<file path="config.mk">
export PLATFORM = sky130hd
export DESIGN_NAME = tfg_top
export DESIGN_NICKNAME = d
export VERILOG_FILES = /design/src/logic/tfg_pkg.sv /design/src/logic/tfg_buf2.sv /design/src/logic/tfg_top.sv
export SDC_FILE = /design/constraint.sdc
export NUM_CORES = 1
export LEC_CHECK = 0
export ABC_AREA = 1
export BUFFER_PORTS_ARGS = -buffer_cell sky130_fd_sc_hd__buf_4
export CAP_MARGIN = 20
export CELL_PAD_IN_SITES_DETAIL_PLACEMENT = 1
export CELL_PAD_IN_SITES_GLOBAL_PLACEMENT = 1
export CORE_MARGIN = 5
export CORE_UTILIZATION = 40
export DETAILED_ROUTE_END_ITERATION = 6
export PLACE_DENSITY = 0.69
export SYNTH_ARGS = -nofsm -noshare
export SYNTH_HDL_FRONTEND = slang
export SYNTH_SLANG_ARGS = --single-unit
</file>
<file path="constraint.sdc">
create_clock -name clk_sys -period 10.3 [get_ports clk_sys]
set_clock_uncertainty 0.2 [all_clocks]
set_input_delay 1.03 -clock clk_sys [delete_from_list [all_inputs] [get_ports clk_sys]]
set_output_delay 1.03 -clock clk_sys [all_outputs]
set_load 0.02 [all_outputs]
</file>
<file path="src/logic/tfg_pkg.sv">
// Constants, register layout and shared functions of the test frame generator.
package tfg_pkg;

   // ----------------------------------------------------------------------
   // Register addresses within the extended management page
   // ----------------------------------------------------------------------
   localparam logic [4:0]  CTRL_ADDR     = 5'h1D;    // Generator control register.
   localparam logic [4:0]  PAT_ADDR      = 5'h1E;    // Payload pattern register.

   // ----------------------------------------------------------------------
   // Field positions of the generator control register
   // ----------------------------------------------------------------------
   localparam int          BIT_EN        = 15;       // Generator enable.
   localparam int          BIT_RUN       = 14;       // Run or stop.
   localparam int          BIT_DUR       = 13;       // 1 continuous, 0 fixed count.
   localparam int          LEN_HI        = 12;       // Length select, upper bit.
   localparam int          LEN_LO        = 11;       // Length select, lower bit.
   localparam int          BIT_GAP       = 10;       // 1 long gap, 0 short gap.
   localparam int          DA_HI         = 9;        // Destination nibble, upper bit.
   localparam int          DA_LO         = 6;        // Destination nibble, lower bit.
   localparam int          SA_HI         = 5;        // Source nibble, upper bit.
   localparam int          SA_LO         = 2;        // Source nibble, lower bit.
   localparam int          BIT_PTYPE     = 1;        // 1 random payload, 0 fixed.
   localparam int          BIT_BADFCS    = 0;        // 1 corrupt the FCS.

   // ----------------------------------------------------------------------
   // Reset values
   // ----------------------------------------------------------------------
   localparam logic [15:0] CTRL_RESET    = 16'h0040; // Destination nibble 0001.
   localparam logic [15:0] PAT_RESET     = 16'h0000; // Fixed pattern of zero.

   // ----------------------------------------------------------------------
   // Frame sizes, counts and gaps
   // ----------------------------------------------------------------------
   localparam logic [13:0] LEN_125       = 14'h007D; // Length code 00.
   localparam logic [13:0] LEN_64        = 14'h0040; // Length code 01.
   localparam logic [13:0] LEN_1518      = 14'h05EE; // Length code 10.
   localparam logic [13:0] LEN_10000     = 14'h2710; // Length code 11.
   localparam logic [13:0] HDR_LEN       = 14'h000E; // Addresses plus type field.
   localparam logic [13:0] FCS_LEN       = 14'h0004; // Check sequence bytes.
   localparam int unsigned TOTAL_FRAMES  = 30000000; // Frames in a fixed-count run.
   localparam int unsigned BLOCK_SIZE    = 10000;    // Frames per continuous block.
   localparam int unsigned IPG_SHORT_BITS = 96;      // Short gap in bit times.
   localparam int unsigned IPG_LONG_BITS = 8192;     // Long gap in bit times.
   localparam int unsigned BITS_PER_CYCLE = 8;       // One byte leaves per clock.
   localparam logic [10:0] GAP_SHORT_CYC = 11'(IPG_SHORT_BITS / BITS_PER_CYCLE);
   localparam logic [10:0] GAP_LONG_CYC  = 11'(IPG_LONG_BITS / BITS_PER_CYCLE);

   // ----------------------------------------------------------------------
   // Frame contents
   // ----------------------------------------------------------------------
   localparam logic [15:0] ETH_TYPE      = 16'h88B5; // Type field of test frames.
   localparam logic [31:0] CRC_POLY      = 32'hEDB88320; // Reflected CRC-32.
   localparam logic [31:0] CRC_INIT      = 32'hFFFFFFFF; // CRC start value.
   localparam logic [15:0] LFSR_SEED     = 16'hACE1;     // Random payload seed.

   // Maps the two-bit length select onto a frame length in bytes.
   function automatic logic [13:0] tfg_len(input logic [1:0] sel);
      logic [13:0] r;
      r = LEN_125;
      case (sel)
         2'h1:    r = LEN_64;
         2'h2:    r = LEN_1518;
         2'h3:    r = LEN_10000;
         default: r = LEN_125;
      endcase
      return r;
   endfunction : tfg_len

   // Advances the reflected CRC-32 by one byte, least significant bit first.
   function automatic logic [31:0] tfg_crc_next(input logic [31:0] c, input logic [7:0] d);
      logic [31:0] r;
      r = c;
      for (int i = 0; i < 8; i++)
      begin
         r = (r[0] ^ d[i]) ? ((r >> 1) ^ CRC_POLY) : (r >> 1);
      end
      return r;
   endfunction : tfg_crc_next

endpackage : tfg_pkg

</file>
<file path="src/logic/tfg_buf2.sv">
// Two-entry buffer with valid and ready on both sides.
`timescale 1ns/1ps
module tfg_buf2 #(
   parameter int W = 10                          // Word width.
)(
   input  wire logic         clk_sys,            // System clock.
   input  wire logic         rstn,               // Asynchronous reset, active low.
   input  wire logic [W-1:0] in_data,            // Word offered by the source.
   input  wire logic         in_valid,           // Source offers a word.
   output logic              in_ready,           // Buffer can take a word.
   output logic [W-1:0]      out_data,           // Oldest word held.
   output logic              out_valid,          // A word is held.
   input  wire logic         out_ready           // Sink takes the word.
);

   // ----------------------------------------------------------------------
   // Storage and occupancy
   // ----------------------------------------------------------------------
   logic [W-1:0] slot1;                          // Second word behind out_data.
   logic [1:0]   cnt;                            // Words held, 0 to 2.
   logic [1:0]   next_cnt;                       // Occupancy after this edge.
   wire          push = in_valid & in_ready;     // Word enters.
   wire          pop  = out_valid & out_ready;   // Word leaves.

   assign next_cnt = cnt + {1'b0, push} - {1'b0, pop};

   // Moves words so that out_data always holds the oldest one.
   always_ff @(posedge clk_sys or negedge rstn)
   begin
      if (!rstn)
      begin
         out_data  <= '0;
         slot1     <= '0;
         cnt       <= 2'h0;
         out_valid <= 1'b0;
         in_ready  <= 1'b1;
      end
      else
      begin
         if (pop)
         begin
            // The second word moves up, or the new one if only one was held.
            out_data <= (cnt == 2'h2) ? slot1 : in_data;
         end
         else if (push && cnt == 2'h0)
         begin
            out_data <= in_data;
         end
         if (push && ((cnt == 2'h1 && !pop) || (cnt == 2'h2 && pop)))
         begin
            slot1 <= in_data;
         end
         cnt       <= next_cnt;
         out_valid <= (next_cnt != 2'h0);
         in_ready  <= (next_cnt != 2'h2);
      end
   end

endmodule : tfg_buf2

</file>
<file path="src/logic/tfg_top.sv">
// Test frame generator: registers, frame builder, counters and output buffer.
//
// Summary of operation
// - Fixed mode sends thirty million frames, stops.
// - Continuous mode stops at next ten-thousand mark once the duration bit is cleared.
// - Length field and gap bit set size, gap.
// - Destination low nibble from control bits 9:6.
// - Source low nibble from control bits 5:2.
// - Payload type picks random or fixed pattern.
// - Bad-FCS bit corrupts every frame check sequence.
// - Fixed payload repeats sixteen-bit pattern register.
// - Control changes apply after run restart, except clearing the duration, run or enable bit.
// - Pattern changes apply after run restart.
`timescale 1ns/1ps
module tfg_top
   import tfg_pkg::*;
#(
   parameter int unsigned FRAME_LIMIT  = TOTAL_FRAMES, // Frames in a fixed-count run.
   parameter int unsigned BLOCK_FRAMES = BLOCK_SIZE    // Frames per continuous block.
)(
   input  wire logic        clk_sys,             // System clock, 40 MHz.
   input  wire logic        rstn,                // Asynchronous reset, active low.
   input  wire logic [4:0]  reg_addr,            // Management register address.
   input  wire logic        reg_wr,              // Write strobe.
   input  wire logic        reg_rd,              // Read strobe.
   input  wire logic [15:0] reg_wdata,           // Write data.
   output logic      [15:0] reg_rdata,           // Read data, one cycle after reg_rd.
   output logic      [7:0]  tx_data,             // Frame byte toward the media.
   output logic             tx_first,            // Byte opens a frame.
   output logic             tx_last,             // Byte closes a frame.
   output logic             tx_valid,            // A byte is offered.
   input  wire logic        tx_ready,            // Media side takes the byte.
   output logic             gen_active           // Generator is running a test.
);

   // ----------------------------------------------------------------------
   // Types and state
   // ----------------------------------------------------------------------
   typedef enum logic [1:0] {ST_IDLE, ST_FRAME, ST_GAP} tfg_state_t;

   tfg_state_t  state;                           // Frame builder state.
   logic [15:0] ctl;                             // Generator control register.
   logic [15:0] pat;                             // Payload pattern register.
   logic        go_q;                            // Enable and run, one cycle ago.
   logic [13:0] len_q;                           // Frame length taken at start.
   logic [10:0] gap_q;                           // Gap cycles taken at start.
   logic [3:0]  da_q;                            // Destination nibble taken at start.
   logic [3:0]  sa_q;                            // Source nibble taken at start.
   logic        rnd_q;                           // Random payload taken at start.
   logic        bad_q;                           // Bad FCS taken at start.
   logic        dur_q;                           // Duration mode taken at start.
   logic [15:0] pat_q;                           // Pattern taken at start.
   logic [13:0] idx;                             // Byte position within the frame.
   logic [10:0] gap_cnt;                         // Cycles spent in the gap.
   logic [24:0] frame_cnt;                       // Frames sent in this run.
   logic [13:0] block_cnt;                       // Frames sent in this block.
   logic [31:0] crc;                             // Running CRC over the frame.
   logic [15:0] lfsr;                            // Random payload source.

   // ----------------------------------------------------------------------
   // Register decode
   // ----------------------------------------------------------------------
   wire         wr_ctl   = reg_wr & (reg_addr == CTRL_ADDR);  // Control write.
   wire         wr_pat   = reg_wr & (reg_addr == PAT_ADDR);   // Pattern write.
   wire  [15:0] rd_mux   = (reg_addr == CTRL_ADDR) ? ctl :
                           (reg_addr == PAT_ADDR)  ? pat : 16'h0000;

   // ----------------------------------------------------------------------
   // Run control
   // ----------------------------------------------------------------------
   wire         go       = ctl[BIT_EN] & ctl[BIT_RUN];
   wire         start    = go & ~go_q;                        // Enable and run rose.
   wire         buf_ready;                                    // Buffer has room.
   wire         push     = go & (state == ST_FRAME) & buf_ready; // Byte enters.
   wire  [13:0] fcs_pos  = len_q - FCS_LEN;                   // First FCS byte.
   wire         frame_end = push & (idx == len_q - 14'h0001); // Last byte enters.
   wire         block_end = (block_cnt == 14'(BLOCK_FRAMES - 1));
   wire         limit_end = (frame_cnt == 25'(FRAME_LIMIT - 1));
   // The duration bit is read live so that clearing it ends the run at the
   // next block mark; enable and run are also read live, all other fields are frozen at start.
   wire         run_done = frame_end &
                           (dur_q ? (~ctl[BIT_DUR] & block_end)
                                  : limit_end);
   wire         gap_done = (gap_cnt == gap_q - 11'h001);      // Gap complete.

   // ----------------------------------------------------------------------
   // Byte selection
   // ----------------------------------------------------------------------
   wire  [13:0] pay_off  = idx - HDR_LEN;                     // Offset in payload.
   wire  [1:0]  fcs_k    = 2'(idx - fcs_pos);                 // FCS byte number.
   wire  [31:0] fcs_word = bad_q ? crc : ~crc;
   wire  [7:0]  fcs_byte = fcs_word[{fcs_k, 3'h0} +: 8];      // Low byte first.
   wire  [7:0]  fix_byte = pay_off[0] ? pat_q[7:0] : pat_q[15:8];
   wire  [7:0]  pay_byte = rnd_q ? lfsr[7:0] : fix_byte;
   wire         in_fcs   = (idx >= fcs_pos);                  // FCS bytes.
   wire         in_pay   = (idx >= HDR_LEN) & ~in_fcs;        // Payload bytes.
   logic [7:0]  frame_byte;                                   // Byte for idx.

   // Builds the frame byte for the current position.
   always_comb
   begin
      frame_byte = 8'hFF;                        // Broadcast-style address bytes.
      if (in_fcs)
      begin
         frame_byte = fcs_byte;
      end
      else if (in_pay)
      begin
         frame_byte = pay_byte;
      end
      else if (idx == 14'h0005)
      begin
         frame_byte = {4'hF, da_q};
      end
      else if (idx == 14'h000B)
      begin
         frame_byte = {4'hF, sa_q};
      end
      else if (idx == 14'h000C)
      begin
         frame_byte = ETH_TYPE[15:8];            // Type field, high byte.
      end
      else if (idx == 14'h000D)
      begin
         frame_byte = ETH_TYPE[7:0];             // Type field, low byte.
      end
   end

   // ----------------------------------------------------------------------
   // Registers
   // ----------------------------------------------------------------------
   // Software writes win, so a set of the run bit in the cycle that a run
   // finishes is kept; otherwise the run bit drops when the run is done.
   always_ff @(posedge clk_sys or negedge rstn)
   begin
      if (!rstn)
      begin
         ctl <= CTRL_RESET;
         pat <= PAT_RESET;
      end
      else
      begin
         if (wr_ctl)
         begin
            ctl <= reg_wdata;
         end
         else if (run_done)
         begin
            ctl[BIT_RUN] <= 1'b0;
         end
         if (wr_pat)
         begin
            pat <= reg_wdata;
         end
      end
   end

   // Returns read data one cycle after the strobe and holds it afterwards.
   always_ff @(posedge clk_sys or negedge rstn)
   begin
      if (!rstn)
      begin
         reg_rdata <= 16'h0000;
      end
      else if (reg_rd)
      begin
         reg_rdata <= rd_mux;
      end
   end

   // ----------------------------------------------------------------------
   // Configuration capture
   // ----------------------------------------------------------------------
   // Fields are frozen on the rising run edge, so changes made while
   // running wait for the run bit to be cleared and set again.
   always_ff @(posedge clk_sys or negedge rstn)
   begin
      if (!rstn)
      begin
         go_q  <= 1'b0;
         len_q <= LEN_125;
         gap_q <= GAP_SHORT_CYC;
         da_q  <= 4'h0;
         sa_q  <= 4'h0;
         rnd_q <= 1'b0;
         bad_q <= 1'b0;
         dur_q <= 1'b0;
         pat_q <= PAT_RESET;
      end
      else
      begin
         go_q <= go;
         if (start)
         begin
            len_q <= tfg_len(ctl[LEN_HI:LEN_LO]);
            gap_q <= ctl[BIT_GAP] ? GAP_LONG_CYC : GAP_SHORT_CYC;
            da_q  <= ctl[DA_HI:DA_LO];
            sa_q  <= ctl[SA_HI:SA_LO];
            rnd_q <= ctl[BIT_PTYPE];
            bad_q <= ctl[BIT_BADFCS];
            dur_q <= ctl[BIT_DUR];
            pat_q <= pat;
         end
      end
   end

   // ----------------------------------------------------------------------
   // Frame builder
   // ----------------------------------------------------------------------
   // Walks frame bytes and gaps; dropping enable or run halts at once.
   always_ff @(posedge clk_sys or negedge rstn)
   begin
      if (!rstn)
      begin
         state   <= ST_IDLE;
         idx     <= 14'h0000;
         gap_cnt <= 11'h000;
      end
      else if (!go)
      begin
         state <= ST_IDLE;
         idx   <= 14'h0000;
      end
      else
      begin
         case (state)
            ST_IDLE:
            begin
               if (start)
               begin
                  state <= ST_FRAME;             // New run, first frame.
                  idx   <= 14'h0000;
               end
            end
            ST_FRAME:
            begin
               if (frame_end)
               begin
                  state   <= run_done ? ST_IDLE : ST_GAP;
                  gap_cnt <= 11'h000;
                  idx     <= 14'h0000;
               end
               else if (push)
               begin
                  idx <= idx + 14'h0001;         // Next byte.
               end
            end
            ST_GAP:
            begin
               gap_cnt <= gap_cnt + 11'h001;
               if (gap_done)
               begin
                  state <= ST_FRAME;
               end
            end
            default:
            begin
               state <= ST_IDLE;
            end
         endcase
      end
   end

   // Counts frames, updates the CRC and steps the random source.
   always_ff @(posedge clk_sys or negedge rstn)
   begin
      if (!rstn)
      begin
         frame_cnt <= 25'h0000000;
         block_cnt <= 14'h0000;
         crc       <= CRC_INIT;
         lfsr      <= LFSR_SEED;
         gen_active <= 1'b0;
      end
      else
      begin
         gen_active <= go & (state != ST_IDLE || start);
         if (start)
         begin
            frame_cnt <= 25'h0000000;
            block_cnt <= 14'h0000;
            lfsr      <= LFSR_SEED;
         end
         else if (frame_end)
         begin
            frame_cnt <= frame_cnt + 25'h0000001;
            block_cnt <= block_end ? 14'h0000 : block_cnt + 14'h0001;
         end
         if (start || frame_end)
         begin
            crc <= CRC_INIT;
         end
         else if (push && !in_fcs)
         begin
            crc <= tfg_crc_next(crc, frame_byte);
         end
         if (push && in_pay && rnd_q)
         begin
            lfsr <= {lfsr[14:0], lfsr[15] ^ lfsr[13] ^ lfsr[12] ^ lfsr[10]};
         end
      end
   end

   // ----------------------------------------------------------------------
   // Output buffer
   // ----------------------------------------------------------------------
   tfg_buf2 #(
      .W         (10)
   ) u_buf (
      .clk_sys   (clk_sys),
      .rstn      (rstn),
      .in_data   ({idx == 14'h0000, frame_end, frame_byte}),
      .in_valid  (go & (state == ST_FRAME)),
      .in_ready  (buf_ready),
      .out_data  ({tx_first, tx_last, tx_data}),
      .out_valid (tx_valid),
      .out_ready (tx_ready)
   );

endmodule : tfg_top

</file>
==> metrics, run 1 <==
most frequent cells in the layout nand2_1, inv_1, dfrtp_1; Die Y-Extent 192.5 um; Arrival @ worst endpoint 4960 ps; most used cell, CP nand2_1; EDFF count, synth 0; Clock Latency Late Sink 530 ps; cells after synthesis 1759; first-pass GRT wire length 66750 um; slowest stage cell, crit path ha_1; largest net degree at the start of global routing 92; Setup CP Type flop to flop; Area growth syn-to-layout 12.03%; detailed-route via count 11880; Leakage 7.092 nW; dpl cell area 14090 um2; Yosys cell types 61; hold_sp pat_q[15]; fin cells 2257; crit-path max FO 18; WL/cell 18.04 um; crit path cell chain clkinv_1 > ha_1 > inv_2 > o21ai_0 > a211oi_1 > nand3_1 > nor2b_1 > nand2_1 > nor2_1 > nand2_1 > nand2_1 > nand3_1 > nor2_1 > nand2_1 > nand2_1 > nand2_1 > nor2_1; Horiz. Die Dim 192.5 um; R2R setup slack 5610 ps; Die Area 37070 um2; CTS tree built; hold crit path type flop to flop; I/O pin count 54; asr flop ratio synth 1.000; total global-route track usage 0.2238; clock tree sinks 224; Seq/Total Area, Yosys 0.4250; Design Area, Final 14930 um2; grt total ovfl 0; outcome complete, no violations; Peak VDD IR 0.1171 mV; RR Endpoint gap_cnt[7]; max incr delay on CP 620 ps; Longest Clk Path Bufs 3; measured slew at the worst slew-check pin 984.1 ps; clk slew on worst S/H paths 70 ps; RSZ-0062 raised after global routing no; Hold-fix buffers, CTS 0; H-tree depth 1; # setup viols final 0; DR vias/cell 5.263; CORE AREA 32700 um2; reg2reg start idx[0]; Synth Register Bits 224; post-CTS sizing 0; ANT cells 0; Worst setup EP type flop; Req. time, crit path 10570 ps; DRT Wirelength 40720 um; IO buf count 53; Final #Nets 1853; setup TNS 0 ps; Placer Congestion 0.8487; max_cap viols 0; Final Util 0.4567; DR pass1 iterations 5; mapped cell area 13330 um2; Final Max Slew Viols 0; Final Cycle Share 0.4557; hold path cells 2; initial antenna violation count 0; dominant synthesized flop cell dfrtp_1; Power per Cell Area 244.6 nW/um2; number of DRC markers in iteration 0 575; row count 66; post-layout power 0.003652 W; remaining routing DRC violations 0; share of cells above drive strength 1 0.1306; Worst setup SP type flop; syn_area_per_cell 7.578 um2; setup repair bufs after CTS 0; commonest non-fill, non-tap cell in the layout nand2_1; f_max 213.0 MHz; Final ANT Viol Nets 0; Worst R2R Path Depth 17; hpwl dp 30520 um; final worst path period need 4694 ps; Inserted Clock Buffers 26; Slew HR 0.3423; Mapped Nets 1817; WHS Endpoint pat_q[15]; initial cell density of the core 0.4076; Root Driver clkbuf_16; final hold vios 0; vias in the first global route 12350; filler instances 4086; placed cells 2209; Yosys Warn Count 0
worst max path at each step:
stage / startpoint / end / slack [ps] / cells past startpoint
6_report: idx[0] / gap_cnt[7] / 5610 / 17
5_1_grt: idx[0] / gap_cnt[7] / 5110 / 17
4_1_cts: idx[0] / gap_cnt[7] / 5640 / 17
3_5_place_dp: idx[0] / gap_cnt[7] / 5620 / 17
3_3_place_gp: idx[0] / gap_cnt[7] / 5900 / 17
2_1_floorplan: len_q[5] / crc[5] / 7030 / 25
metal layers:
layer,vias up,track usage,share of wire
li1,5817,-,-
met1,5824,0.3132,0.48
met2,191,0.3766,0.47
met3,47,0.02514,0.035
met4,0,0.04745,0.019
met5,-,0,0
stage by stage:
step / setup slack, ps / hold slack (ps)
floorplan: 7026 / 233.2
global placement: 5899 / 250.4
detailed placement: 5623 / 250.2
CTS: 5637 / 265.4
global route: 5110 / 311.7
finish: 5606 / 261.3
cells by family after synthesis:
kind of cell / after synthesis / share of synthesized area
multiplexers: 1 / 0.0008448
AO/OA/AOI/OAI: 290 / 0.1221
buffers and inverters: 265 / 0.07932
AND/OR/NAND/NOR: 887 / 0.3016
XOR/XNOR: 60 / 0.04055
adder cells (fa/ha/maj): 32 / 0.03060
flip-flops: 224 / 0.4250
report_power, final:
group | switching [W] | internal (W) | leakage (nW)
Sequential | 0.000179 | 0.00112 | 2.84
Combinational | 0.000940 | 0.000477 | 3.84
Clock | 0.000379 | 0.000553 | 0.414
Total | 0.00150 | 0.00215 | 7.09
synthesized netlist by cell type (all sizes together) (30+ instances only):
cell type / instances / share of area
xor2: 49 / 0.033
nand3: 107 / 0.043
dfstp: 47 / 0.093
clkbuf: 30 / 0.0084
nand4: 30 / 0.015
a21oi: 80 / 0.031
nand2: 520 / 0.16
inv: 209 / 0.059
ha: 31 / 0.029
nor2: 150 / 0.049
o21ai: 131 / 0.049
nor3: 42 / 0.017
dfrtp: 177 / 0.33
final cells by class:
cell class | count | area [um2] | share of cell area
clock buffer | 40 | 754.5 | 0.05052
clock inverter | 8 | 92.59 | 0.006200
inverter | 215 | 810.8 | 0.05429
multi-input combinational | 1270 | 6615 | 0.4430
sequential | 224 | 5664 | 0.3793
tap | 442 | 553.0 | 0.03703
timing repair buffer | 58 | 442.9 | 0.02966
registers in the layout, summed over array words and instances, names as in the netlist, 2 cells and up:
signal and count:
gap_q 2, gap_cnt 11, u_buf.slot1 10, pat 16, sa_q 4, pat_q 16, da_q 4, state 2
u_buf.cnt 2, idx 14, block_cnt 14, frame_cnt 25, len_q 7, u_buf.out_data 10, crc 32, reg_rdata 16
lfsr 16, ctl 16
worst max-delay path: cells and delay by family (launching register included):
family | cells | cell delay (ps)
AOI/OAI and AO/OA | 2 | 460
DFF | 1 | 590
adders and majority gates | 1 | 620
buffers and inverters | 2 | 720
and+or+nand+nor | 12 | 2040
(Power assumes the default switching activity.)
==> inputs of run 2 (changes only) <==
PLACE_DENSITY = 0.71   (was 0.69)
clock period = 4.2 ns   (was 10.3 ns; I/O delays follow)
==> run 2 against run 1 <==
Against the previous run: register-to-register slack got worse by 5200 ps; non-clock buffer count increased by 49; sequential power increased by 140%; highest routed layer unchanged.
==> metrics, run 2 (synthesized netlist as in run 1, its figures left out) <==
Worst setup SP type flop; post-layout power 0.009288 W; share of cells above drive strength 1 0.1520; slowest stage cell, crit path dfstp_2; Leakage 7.403 nW; Clock Latency Late Sink 570 ps; Area growth syn-to-layout 16.50%; Final Cycle Share 0.9024; Final ANT Viol Nets 0; first-pass GRT wire length 69460 um; ANT cells 0; Setup CP Type flop to flop; CP top delay family simple AND/OR/NAND/NOR gates; Worst setup EP type flop; detailed-route via count 12200; Root Driver clkbuf_16; Final Max Slew Viols 0; hpwl dp 30710 um; Inserted Clock Buffers 28; DRT Wirelength 42270 um; clk slew on worst S/H paths 60 ps; Req. time, crit path 4500 ps; DP Worst Slack 121.0 ps; clock tree sinks 224; Die Y-Extent 192.5 um; WL/cell 18.30 um; Final #Nets 1904; max_cap viols 0; Peak VDD IR 0.3192 mV; H-tree depth 1; Most flops, register crc; total global-route track usage 0.2332; most frequent cells in the layout nand2_1, inv_1, dfrtp_1; # setup viols final 0; hold slack 91.16 ps; final hold vios 0; row count 66; remaining routing DRC violations 0; final worst path period need 3790 ps; Arrival @ worst endpoint 4090 ps; CORE AREA 32700 um2; most used cell, CP nand2_1; commonest non-fill, non-tap cell in the layout nand2_1; CTS tree built; number of DRC markers in iteration 0 694; initial cell density of the core 0.4076; Power per Cell Area 598.1 nW/um2; DR vias/cell 5.281; Final WS setup 410.1 ps; DR pass1 iterations 4; Longest Clk Path Bufs 3; Die Area 37070 um2; grt total ovfl 0; Largest regs crc x32, frame_cnt x25; outcome complete, no violations; largest net degree at the start of global routing 111; Slew HR 0.3526; hold crit path type input pin to flop; measured slew at the worst slew-check pin 968.8 ps; f_max 263.9 MHz; WP buf/inv 6; Horiz. Die Dim 192.5 um; vias in the first global route 12860; initial antenna violation count 0; max reg flops 32; IO buf count 53; I/O pin count 54; crit-path max FO 13; Placer Congestion 0.8701; max incr delay on CP 390 ps
run 2: final cells by class:
cell class | instances | area, um2
Fill cell | 4097 | 17170
Multi-Input combinational cell | 1270 | 6640
Sequential cell | 224 | 5664
Timing Repair Buffer | 107 | 865.8
Inverter | 215 | 813.3
Clock buffer | 34 | 763.2
Tap cell | 442 | 553.0
Clock inverter | 18 | 229.0
run 2: per-layer routing:
layer | global-route usage | wire length (um) | up-vias
met2 | 0.3903 | 19690 | 180
met3 | 0.02514 | 1366 | 58
li1 | - | - | 5891
met1 | 0.3278 | 20290 | 6071
met4 | 0.05129 | 925 | 0
met5 | 0 | 0 | -
run 2: path summary, 6_finish.rpt:
path | startpoint | slack (ps) | end | depth (start not counted)
max | len_q[5] | 410 | crc[23] | 27
min | reg_rd | 90 | reg_rdata[4] | 3
max reg2reg | len_q[5] | 410 | crc[23] | 27
min reg2reg | pat_q[6] | 280 | pat_q[6] | 2
max in group asynchronous | rstn | 2310 | lfsr[11] | 3
min in group asynchronous | rstn | 340 | u_buf.out_data[1] | 2
run 2: repair_timing:
| action | in CTS | in global routing |
|---|---|---|
| gates resized for setup | 0 | 7 |
| setup endpoints to repair | 0 | 22 |
| buffers inserted | 0 | 7 |
| hold buffers | 17 | 0 |
| endpoints found under the hold margin | 116 | 0 |
run 2: through the flow:
stage / utilization / TNS (ps) / area [um2] / cells
3_3_place_gp: 0.4369 / 0 / 14290 / 2234
2_1_floorplan: - / 0 / 13330 / 1759
3_5_place_dp: 0.4369 / 0 / 14290 / 2234
4_1_cts: 0.4724 / 0 / 15450 / 2303
6_report: 0.4749 / 0 / 15530 / 2310
5_1_grt: 0.4749 / -2.649 / 15530 / 2310
run 2: where the power goes:
part	switching [W]	leakage (nW)	internal, W	total [W]
registers	0.000414	2.84	0.00275	0.00317
logic	0.00232	4.08	0.00121	0.00354
clock network	0.00104	0.480	0.00155	0.00258
run 2: worst reg2reg max path, stage by stage (launching register included):
cell and delay, ps:
dfstp_2 390, inv_4 120, ha_1 230, inv_1 70, nor2_1 150, nand2_1 80, inv_2 70, nand2_1 70
ha_1 300, nand2_1 70, nand2_1 70, nand2_1 70, nand3_1 90, nor2_2 170, nand3_4 170, buf_4 190
nand2_1 80, nand3_1 80, nand2_1 180, inv_1 120, nand2_2 100, nand2_4 80, inv_2 100, nand2_2 70
nand2_4 100, nand2_1 100, a21oi_1 160, nor2_1 70
